[config.mk]
export PLATFORM = sky130hd
export DESIGN_NAME = pmcr_misc_regs
export DESIGN_NICKNAME = d
export VERILOG_FILES = /design/src/rtl/pmcr_pkg.sv /design/src/rtl/pmcr_pulse_timer.sv /design/src/rtl/pmcr_misc_regs.sv
export SDC_FILE = /design/constraint.sdc
export NUM_CORES = 1
export LEC_CHECK = 0
export BUFFER_PORTS_ARGS = -buffer_cell sky130_fd_sc_hd__buf_2
export CAP_MARGIN = 20
export CORE_MARGIN = 2
export CORE_UTILIZATION = 58
export DETAILED_ROUTE_END_ITERATION = 10
export GPL_ROUTABILITY_DRIVEN = 0
export PLACE_DENSITY_LB_ADDON = 0.25
export SETUP_SLACK_MARGIN = 0.02
export SLEW_MARGIN = 20
export SYNTH_ARGS = -nofsm -noshare
export SYNTH_HDL_FRONTEND = slang
export SYNTH_HIERARCHICAL = 1
export SYNTH_SLANG_ARGS = --single-unit
export TNS_END_PERCENT = 20
[constraint.sdc]
create_clock -name clk_sys -period 3.1 [get_ports clk_sys]
set_clock_uncertainty 0.2 [all_clocks]
set_input_delay 0.62 -clock clk_sys [delete_from_list [all_inputs] [get_ports clk_sys]]
set_output_delay 0.62 -clock clk_sys [all_outputs]
set_load 0.01 [all_outputs]
[src/rtl/pmcr_pkg.sv]
// pmcr_pkg: register map, field positions, reset values and timing counts
// for the misc control register bank.
// assumes a 25 MHz system clock and a byte-wide register port.
package pmcr_pkg;

    // ****************************************************************
    // register offsets
    // ****************************************************************
    localparam logic [7:0] PMCR_OFS_WD_CFG   = 8'hA0;
    localparam logic [7:0] PMCR_OFS_SERVICE  = 8'hA3;
    localparam logic [7:0] PMCR_OFS_PIN_CTRL = 8'hA4;
    localparam logic [7:0] PMCR_OFS_RST_CTRL = 8'hA5;
    localparam logic [7:0] PMCR_OFS_CSUM_LO  = 8'hB6;
    localparam logic [7:0] PMCR_OFS_CSUM_HI  = 8'hB7;

    // ****************************************************************
    // field positions and codes
    // ****************************************************************
    localparam int         PMCR_PIN_IN_BIT    = 7;
    localparam int         PMCR_PIN_FB_BIT    = 6;
    localparam int         PMCR_PIN_DOUT_BIT  = 4;
    localparam int         PMCR_PIN_DIR_BIT   = 2;
    localparam int         PMCR_RST_FB_BIT    = 6;
    localparam int         PMCR_RST_TRIG_BIT  = 3;
    localparam int         PMCR_CSUM_LO_BIT   = 7;
    localparam logic [7:0] PMCR_SERVICE_CODE  = 8'h2A;
    localparam logic [1:0] PMCR_SRC_INIT      = 2'h0;
    localparam logic [1:0] PMCR_SRC_FAULT     = 2'h1;
    localparam logic [1:0] PMCR_SRC_DIRECT    = 2'h2;
    localparam logic [1:0] PMCR_SRC_SYNC      = 2'h3;
    localparam logic [1:0] PMCR_KICK_FALL     = 2'h0;
    localparam logic [1:0] PMCR_KICK_REG_ONLY = 2'h3;

    // ****************************************************************
    // reset values
    // ****************************************************************
    localparam logic [7:0] PMCR_RST_SERVICE  = 8'h00;
    localparam logic [7:0] PMCR_RST_PIN_CTRL = 8'h00;

    // ****************************************************************
    // timing
    // ****************************************************************
    localparam int PMCR_CLK_HZ       = 25_000_000;
    localparam int PMCR_PULSE_LONG_MS  = 200;
    localparam int PMCR_PULSE_SHORT_MS = 20;
    localparam int PMCR_PULSE_LONG_CYC  = PMCR_CLK_HZ / 1000 * PMCR_PULSE_LONG_MS;
    localparam int PMCR_PULSE_SHORT_CYC = PMCR_CLK_HZ / 1000 * PMCR_PULSE_SHORT_MS;
    localparam int PMCR_SYNC_HZ      = 2_200_000;
    // sync clock edges per second, spent against the system clock rate
    localparam int PMCR_SYNC_STEP    = 2 * PMCR_SYNC_HZ;

    // ****************************************************************
    // carriers
    // ****************************************************************
    typedef struct packed {
        logic       wr;
        logic       rd;
        logic [7:0] addr;
        logic [7:0] wdata;
    } pmcr_bus_req_t;

    typedef struct packed {
        logic       o;
        logic       oe_n;
    } pmcr_pin_drv_t;

endpackage : pmcr_pkg

[src/rtl/pmcr_pulse_timer.sv]
// pmcr_pulse_timer: one-shot active-high pulse generator with two selectable lengths.
// assumes trigger is a one-cycle pulse in the clk_sys domain.
`timescale 1ns/100ps
`default_nettype none
module pmcr_pulse_timer
#(
    parameter int LONG_CYC  = 5_000_000,
    parameter int SHORT_CYC = 500_000
)
(
    input  wire logic clk_sys,
    input  wire logic arst_n,
    input  wire logic trigger,
    input  wire logic short_sel,
    output var  logic active
);
    import pmcr_pkg::*;

    localparam int CW = $clog2(LONG_CYC + 1);

    typedef struct packed {
        logic [CW-1:0] cnt;
        logic          act;
    } pmcr_tmr_st_t;

    pmcr_tmr_st_t st_r;
    pmcr_tmr_st_t st_nxt;

    always_comb
    begin
        st_nxt = st_r;
        if (trigger && !st_r.act)
        begin
            st_nxt.act = 1'b1;
            st_nxt.cnt = short_sel ? CW'(SHORT_CYC - 1) : CW'(LONG_CYC - 1);
        end
        else if (st_r.act)
        begin
            if (st_r.cnt == '0)
                st_nxt.act = 1'b0;
            else
                st_nxt.cnt = st_r.cnt - CW'(1);
        end
    end

    always_ff @(posedge clk_sys or negedge arst_n)
    begin
        if (!arst_n)
            st_r <= '0;
        else
            st_r <= st_nxt;
    end

    assign active = st_r.act;

endmodule : pmcr_pulse_timer
`default_nettype wire

[src/rtl/pmcr_misc_regs.sv]
// pmcr_misc_regs: watchdog service, aux pin, reset output and checksum registers.
// assumes a byte-wide register port already decoded from the serial link,
// and all pin inputs synchronous to clk_sys.
// the sync output is paced by a phase accumulator, not an integer divider.
`timescale 1ns/100ps
`default_nettype none

module pmcr_misc_regs
#(
    parameter int PULSE_LONG_CYC  = pmcr_pkg::PMCR_PULSE_LONG_CYC,
    parameter int PULSE_SHORT_CYC = pmcr_pkg::PMCR_PULSE_SHORT_CYC
)
(
    input  wire logic                    clk_sys,
    input  wire logic                    arst_n,
    input  wire pmcr_pkg::pmcr_bus_req_t bus_req,
    output var  logic [7:0]              bus_rdata,
    input  wire logic [1:0]              kick_select,
    input  wire logic                    init_busy,
    input  wire logic                    fault_gpio_active,
    input  wire logic                    short_fault_wait,
    input  wire logic                    checksum_error,
    input  wire logic [8:0]              checksum_value,
    input  wire logic                    aux_pin_i,
    output var  pmcr_pkg::pmcr_pin_drv_t aux_pin_drv,
    output var  logic                    reset_out_n,
    output var  logic                    wd_restart
);
    import pmcr_pkg::*;

    // sync phase accumulator stays below the system clock rate
    localparam int AW = $clog2(PMCR_CLK_HZ);

    typedef struct packed {
        logic [7:0]    service;
        logic          dout;
        logic          dir;
        logic [1:0]    out_sel;
        logic          pin_in_d;
        logic          pin_lvl;
        logic          pin_o;
        logic          pin_oe_n;
        logic          rst_n;
        logic          restart;
        logic          sync_clk;
        logic [AW-1:0] sync_acc;
        logic [7:0]    rdata;
    } pmcr_st_t;

    pmcr_st_t st_r;
    pmcr_st_t st_nxt;
    logic     pulse_active;
    logic     trig;

    // ****************************************************************
    // helpers
    // ****************************************************************
    function automatic logic bus_hit(input pmcr_bus_req_t r, input logic [7:0] ofs);
        return r.wr && (r.addr == ofs);
    endfunction : bus_hit

    function automatic logic service_valid(input logic [7:0] d);
        return d == PMCR_SERVICE_CODE;
    endfunction : service_valid

    // register restarts per source code; codes 0 to 2 also add a pin edge
    function automatic logic reg_kick_ok(input logic [1:0] sel);
        logic ok;
        ok = 1'b0;
        unique case (sel)
            PMCR_KICK_FALL:     ok = 1'b1;
            PMCR_KICK_REG_ONLY: ok = 1'b1;
            default:            ok = 1'b1;
        endcase
        return ok;
    endfunction : reg_kick_ok

    // pin edge that restarts under a source code
    function automatic logic pin_kick(input logic [1:0] sel, input logic prev, input logic cur);
        logic hit;
        hit = 1'b0;
        if (sel == PMCR_KICK_FALL)
            hit = prev && !cur;
        else if (sel != PMCR_KICK_REG_ONLY)
            hit = !prev && cur;
        return hit;
    endfunction : pin_kick

    // checksum bytes, zero while the fuses are clean
    function automatic logic [7:0] csum_byte(input logic err, input logic [8:0] val, input logic hi);
        logic [7:0] b;
        b = 8'h00;
        if (err && hi)
            b = val[8:1];
        else if (err)
            b[PMCR_CSUM_LO_BIT] = val[0];
        return b;
    endfunction : csum_byte

    // ****************************************************************
    // reset pulse timer
    // ****************************************************************
    // write one fires pulse
    assign trig = bus_hit(bus_req, PMCR_OFS_RST_CTRL) && bus_req.wdata[PMCR_RST_TRIG_BIT];

    // the option is taken at the trigger; a retrigger mid-pulse is dropped
    pmcr_pulse_timer
    #(
        .LONG_CYC  (PULSE_LONG_CYC),
        .SHORT_CYC (PULSE_SHORT_CYC)
    )
    u_pulse
    (
        .clk_sys   (clk_sys),
        .arst_n    (arst_n),
        .trigger   (trig),
        .short_sel (short_fault_wait),
        .active    (pulse_active)
    );

    // ****************************************************************
    // next state
    // ****************************************************************
    always_comb
    begin
        logic pin_edge;
        logic drive_lvl;
        pin_edge  = 1'b0;
        drive_lvl = 1'b1;
        st_nxt    = st_r;
        st_nxt.restart  = 1'b0;
        st_nxt.pin_in_d = aux_pin_i;

        // ************************************************************
        // pin sampling
        // ************************************************************
        // sample pin level
        st_nxt.pin_lvl = aux_pin_i;

        // ************************************************************
        // register writes
        // ************************************************************
        // reserved bits dropped
        if (bus_hit(bus_req, PMCR_OFS_PIN_CTRL))
        begin
            st_nxt.dout    = bus_req.wdata[PMCR_PIN_DOUT_BIT];
            st_nxt.dir     = bus_req.wdata[PMCR_PIN_DIR_BIT];
            st_nxt.out_sel = bus_req.wdata[1:0];
        end

        // ************************************************************
        // watchdog restart
        // ************************************************************
        // no lock term here, the lock only guards timing registers
        if (bus_hit(bus_req, PMCR_OFS_SERVICE))
        begin
            st_nxt.service = bus_req.wdata;
            if (service_valid(bus_req.wdata) && reg_kick_ok(kick_select))
                st_nxt.restart = 1'b1;
        end

        // pin edge restart sources; only an input kicks
        if (st_r.dir)
            pin_edge = pin_kick(kick_select, st_r.pin_in_d, aux_pin_i);
        if (pin_edge)
            st_nxt.restart = 1'b1;

        // ************************************************************
        // sync clock and pin drive
        // ************************************************************
        // phase accumulator; no integer divider of the system
        // clock gives the sync rate, so edges land on the first cycle at or after the ideal time
        // and the average rate is exact
        if (st_r.sync_acc >= AW'(PMCR_CLK_HZ - PMCR_SYNC_STEP))
        begin
            st_nxt.sync_acc = st_r.sync_acc - AW'(PMCR_CLK_HZ - PMCR_SYNC_STEP);
            st_nxt.sync_clk = !st_r.sync_clk;
        end
        else
            st_nxt.sync_acc = st_r.sync_acc + AW'(PMCR_SYNC_STEP);

        unique case (st_r.out_sel)
            PMCR_SRC_INIT:   drive_lvl = init_busy;
            PMCR_SRC_FAULT:  drive_lvl = !fault_gpio_active;
            PMCR_SRC_DIRECT: drive_lvl = st_r.dout;
            PMCR_SRC_SYNC:   drive_lvl = st_r.sync_clk;
        endcase

        if (st_r.dir)
        begin
            // released pin presents no high level either
            st_nxt.pin_o    = 1'b0;
            st_nxt.pin_oe_n = 1'b1;
        end
        else
        begin
            st_nxt.pin_o    = 1'b0;
            st_nxt.pin_oe_n = drive_lvl;
        end

        // ************************************************************
        // reset output and read mux
        // ************************************************************
        // registered so the pin comes straight from a flip-flop
        st_nxt.rst_n = !pulse_active;

        // read mux; reserved read zero
        st_nxt.rdata = 8'h00;
        if (bus_req.rd)
        begin
            unique case (bus_req.addr)
                PMCR_OFS_SERVICE:
                    st_nxt.rdata = st_r.service;
                PMCR_OFS_PIN_CTRL:
                begin
                    st_nxt.rdata[PMCR_PIN_IN_BIT]   = st_r.dir & st_r.pin_lvl;
                    st_nxt.rdata[PMCR_PIN_FB_BIT]   = !st_r.pin_oe_n;
                    st_nxt.rdata[PMCR_PIN_DOUT_BIT] = st_r.dout;
                    st_nxt.rdata[PMCR_PIN_DIR_BIT]  = st_r.dir;
                    st_nxt.rdata[1:0]               = st_r.out_sel;
                end
                PMCR_OFS_RST_CTRL:
                    st_nxt.rdata[PMCR_RST_FB_BIT] = !st_r.rst_n;
                PMCR_OFS_CSUM_LO:
                    st_nxt.rdata = csum_byte(checksum_error, checksum_value, 1'b0);
                PMCR_OFS_CSUM_HI:
                    st_nxt.rdata = csum_byte(checksum_error, checksum_value, 1'b1);
                default:
                    st_nxt.rdata = 8'h00;
            endcase
        end
    end

    // ****************************************************************
    // state register
    // ****************************************************************
    always_ff @(posedge clk_sys or negedge arst_n)
    begin
        if (!arst_n)
        begin
            st_r.service  <= PMCR_RST_SERVICE;
            st_r.dout     <= PMCR_RST_PIN_CTRL[PMCR_PIN_DOUT_BIT];
            st_r.dir      <= PMCR_RST_PIN_CTRL[PMCR_PIN_DIR_BIT];
            st_r.out_sel  <= PMCR_RST_PIN_CTRL[1:0];
            // pin history starts at the released level, no false edge
            st_r.pin_in_d <= 1'b1;
            st_r.pin_lvl  <= 1'b0;
            st_r.pin_o    <= 1'b0;
            st_r.pin_oe_n <= 1'b1;
            st_r.rst_n    <= 1'b1;
            st_r.restart  <= 1'b0;
            st_r.sync_clk <= 1'b0;
            st_r.sync_acc <= '0;
            st_r.rdata    <= 8'h00;
        end
        else
            st_r <= st_nxt;
    end

    // ****************************************************************
    // outputs
    // ****************************************************************

    assign bus_rdata        = st_r.rdata;
    assign aux_pin_drv.o    = st_r.pin_o;
    assign aux_pin_drv.oe_n = st_r.pin_oe_n;
    assign reset_out_n      = st_r.rst_n;
    assign wd_restart       = st_r.restart;

endmodule : pmcr_misc_regs
`default_nettype wire

**Word-level counts from Yosys, hierarchy flattened**

Cells that the tools add are included.

- Logic and storage cells: 76
- Bits of input ports: 36
- Register bits: 76

- Equality and inequality tests: 11
- Magnitude comparators: 1
- Bitwise operators: 1
- Muxes and demuxes: 25
- Reductions and logical operators: 20
- Add/sub/neg operators: 3

Operators by type and width:

| operator | count |
|---|---|
| two-way mux 24 bit | 2 |
| two-way mux 23 bit | 2 |
| == test 8 bit (second input constant) | 5 |
| adder 25 x 23 -> 25 bit (second input constant) | 1 |
| greater-or-equal comparator 25 bit (second input constant) | 1 |
| two-way mux 25 bit | 1 |
| subtractor 25 bit (second input constant) | 1 |
| zero test 23 bit | 1 |
| subtractor 23 x 1 -> 23 bit (second input constant) | 1 |
| case mux 1 bit (4 select lines) | 3 |
| two-way mux 1 bit | 11 |
| case mux 3 bit (3 select lines) | 1 |
| == test 8 x 6 -> 1 bit (second input constant) | 1 |
| logical AND 1 bit | 8 |
| two-way mux 8 bit | 1 |
| zero test 1 bit | 7 |
| two-way mux 7 bit | 1 |
| == test 2 bit (second input constant) | 2 |
| zero test 2 bit | 2 |
| case mux 1 bit (2 select lines) | 2 |
| case mux 1 bit (3 select lines) | 1 |
| == test 2 x 1 -> 1 bit (second input constant) | 1 |
| inequality test 2 x 1 -> 1 bit (second input constant) | 1 |
| inequality test 2 bit (second input constant) | 1 |
| other kinds (3) | 3 |

**Depth between registers and ports, before layout**

- Depth in word-level cells: 7
- Mapped depth: 10

**Cells and area by module**

The synthesis kept the hierarchy.

Modules (own cells, without submodules):

| module | area each (sq um) | times used | cells an instance | sequential area each (sq um) |
|---|---|---|---|---|
| pmcr_misc_regs | 2,488.6 | 1 | 238 | 1,129.8 |
| pmcr_pulse_timer | 1,426.4 | 1 | 157 | 600.6 |

**Least setup slack after synthesis**

Ideal clock, no wire load.

- Path kind: register -> register
- Start: reg, netlist name st_r[16]
- End: reg, netlist name st_r[25]
- Stages on the path, launching flop included: 10
- Clock period less this slack: 2,440 ps
- Path slack: 660 ps
- Path buffers: 1
- Setup time: 125 ps
- Arrival: 2,114 ps
- Path through: dfrtp_1 > inv_1 > ha_1 > a211oi_4 > o221ai_2 > and4b_4 > or2_1 > buf_6 > o31a_1 > xnor2_1

==> impl_metrics.csv <==
group,metric,value,unit
final_layout,post-route-util,68.7,%
synth,synth-edff-count,0,
final_layout,syn_to_final_growth,12.8,%
clock_network,path_clk_slew,80,ps
die,rows,29,
routing,drt_wl_total,8.54,mm
worst_setup_path,cp-startpoint,"st_r[16]",
synth,synthesis.nets,435,
final_layout,drive_gt1_share,24.5,%
routing,vias,3212,
sta,fin_crit_sh,85.8,%
sta,fmax,376,MHz
synth,ys_seq_area_share,44.2,%
synth,async_flop_share,100,%
synth,synth_top_area_share,42.2,%
power_and_ir_drop,p_leak,0.00188,µW
synth,avgSynthCellArea,9.91,µm²
global_routing,antenna_found_initial,0,
die,initial_utilization,61.0,%
worst_setup_path,ff2ff_setup_slack,440,ps
synth,synth_warnings,6,
final_layout,diodes,0,
worst_setup_path,r2r_start,"st_r[16]",
clock_network,root_buffer,"clkbuf_8",
synth,synth_seq_cells,69,
final_layout,nNetsFinal,479,
global_routing,track_usage,24.6,%
power_and_ir_drop,power_density,544,nW/µm²
run,maxCapViolCount,0,
synth,synth.area.top_cells,"dfrtp_1 (42%), mux2_2 (3.5%), xnor2_1 (3.1%)",
clock_network,clkLatencyLatePin,340,ps
routing,top_layer_used,"met4",
routing,met1_length,3.72,mm
clock_network,h-tree-depth,3,
routing,drtAntennaViolNets,0,
routing,drc,0,
clock_network,cts_buffer_depth,2,
min_path,hp-class,"in2async",
sta,rsz0062_at_grt,"no",
worst_setup_path,cp.arrival,2680,ps
routing,wl_per_cell,16.4,µm
sta,fin_crit,2660,ps
run_status,run_status,"finished clean",
clock_network,cts_setup_buffers,0,
synth,synth_ff_type,"dfrtp_1",
sta,setup_violations,0,
worst_setup_path,path_max_fanout,9,
placement,port_buffers,46,
worst_setup_path,r2r_cells,8,
sta,tightest_slew,783,ps
global_routing,grt_max_degree,48,
worst_setup_path,reg2reg_to,"st_r[25]",
clock_network,postCtsHoldBufs,0,
placement,placed_cells,505,
clock_network,cts_resized,0,
routing,firstDrtPassIters,7,
clock_network,cts_buffers,9,
sta,hold_viol_final,0,
synth,synth_area,3920,µm²
worst_setup_path,worstSetupPathType,"reg2reg",
synth,netlist-cell-type-count,75,
routing,dr.first_iter.drc_count,283,
placement,post-dp-hpwl,6.17,mm
sta,slew_viol_final,0,
global_routing,grt_pass1_wl,14.5,mm
global_routing,grt_pass1_vias,3151,
die,core-area,6420,µm²
sta,hold_slack,48.0,ps
clock_network,cts_tree,"yes",
routing,met2_length,4.20,mm
routing,via_per_inst,6.17,
die,die_width,86.2,µm
die,die_y,86.2,µm
clock_network,cts.sinks,69,
worst_setup_path,end_kind,"flip-flop",
final_layout,final-instance-count-excl-fill,521,
worst_setup_path,worstSetupStartpointType,"flip-flop",
power_and_ir_drop,ir_worst_vdd,268,µV
synth,syn_inst,395,
worst_setup_path,crit_required,3120,ps
die,die-area,7420,µm²
synth,yosysTopAreaCell,"dfrtp_1",
sta,relSlewSlack,47.8,%
global_routing,grt-ovfl-total,0,
sta,tns,0,ps
routing,wl_met3,508,µm
die,io_pins,48,
worst_setup_path,worstSetupEndpoint,"st_r[25]",
==> worst max-delay path, cell delays in order (launching register included) <==
cell	delay [ps]
dfrtp_1	490
inv_1	100
ha_1	240
a211oi_4	260
o221ai_2	170
and4b_4	260
or2_1	360
o31a_1	340
xnor2_1	120
==> where the power goes <==
| group | internal [µW] | leakage (µW) | switching, µW | total [µW] |
|---|---|---|---|---|
| Clock | 540 | 0.000124 | 352 | 892 |
| Combinational | 165 | 0.000900 | 200 | 366 |
| Sequential | 996 | 0.000858 | 146 | 1140 |
| Total | 1700 | 0.00188 | 698 | 2400 |
==> layer usage <==
metal | global-route usage [%] | up-vias
li1 | - | 1551
met1 | 31.4 | 1522
met2 | 41.2 | 128
met3 | 6.74 | 11
met4 | 6.64 | 0
met5 | 0 | -
==> synth_stat cells (all sizes together), types with 2 or more instances <==
| cell | number |
|---|---|
| buf | 13 |
| a31oi | 11 |
| nor2 | 34 |
| clkbuf | 5 |
| and2 | 2 |
| or3 | 4 |
| or2 | 5 |
| o211ai | 3 |
| dfstp | 3 |
| o221ai | 2 |
| nor4bb | 3 |
| nand2b | 6 |
| nor4b | 3 |
| xor2 | 6 |
| and3 | 4 |
| ha | 4 |
| inv | 11 |
| nand4 | 8 |
| a211oi | 5 |
| xnor2 | 14 |
| mux2i | 10 |
| and4 | 3 |
| a21oi | 20 |
| nand4b | 2 |
| mux2 | 12 |
| o21ai | 27 |
| o31ai | 5 |
| nand2 | 31 |
| nor2b | 4 |
| nand3 | 9 |
| a22oi | 8 |
| o22ai | 4 |
| dfrtp | 66 |
| nor3b | 2 |
| o31a | 2 |
| nor3 | 8 |
| nand3b | 4 |
| nor4 | 7 |
| a21boi | 4 |
| or4 | 3 |
==> registers in the layout (all words and copies together), names as in the netlist <==
signal,cells
aux_pin_drv,1
bus_rdata,8
reset_out_n,1
st_r,34
u_pulse/active,1
u_pulse/st_r,23
wd_restart,1
==> layout by cell type, fill, tap and decap left out, drive strengths merged, types with 11 or more instances in the layout <==
master   n
a21oi   20
a31oi   11
buf     52
dfrtp   66
inv     13
mux2    12
nand2   31
nor2    34
o21ai   27
xnor2   14
==> worst min-delay path by stage <==
stage | startpoint | to | slack [ps] | cells past startpoint
final | arst_n | bus_rdata[0] | 50 | 1
after floorplan | arst_n | bus_rdata[0] | 120 | 0
after CTS | arst_n | bus_rdata[0] | 50 | 1
after detailed placement | st_r[29] | st_r[29] | 290 | 1
after global placement | st_r[33] | st_r[33] | 280 | 1
after global routing | arst_n | bus_rdata[0] | 70 | 1
==> final cells by class <==
type                    count  area, µm²
clock buffers               9        124
clock inverters             7        121
fillers                   506       2010
inverters                  11       41.3
multi-input cells         296       2010
flip-flops and latches     69       1730
well taps                  77       96.3
repair buffers             52        288
==> metrics by stage <==
step | cell area [µm²] | total power [µW] | setup WS, ps
final | 4410 | 2400 | 442
after global routing | 4410 | 2520 | 262
after CTS | 4410 | 2410 | 452
after detailed placement | 4170 | 1510 | 477
after global placement | 4170 | 1490 | 565
after floorplan | 3920 | 1370 | 660
==> cells by family (layout without fill, tap and decap cells) <==
kind of cell / after synthesis / count (layout) / share of synthesized area [%]
other cells: 1 / 1 / 0.0958
mux: 23 / 23 / 6.58
simple gates: 147 / 147 / 21.9
fa+ha+maj: 4 / 4 / 1.28
buf+inv: 30 / 79 / 4.38
flops: 69 / 69 / 44.2
compound gates: 101 / 101 / 17.1
xor+xnor: 20 / 20 / 4.47
(Power assumes the default switching activity.)
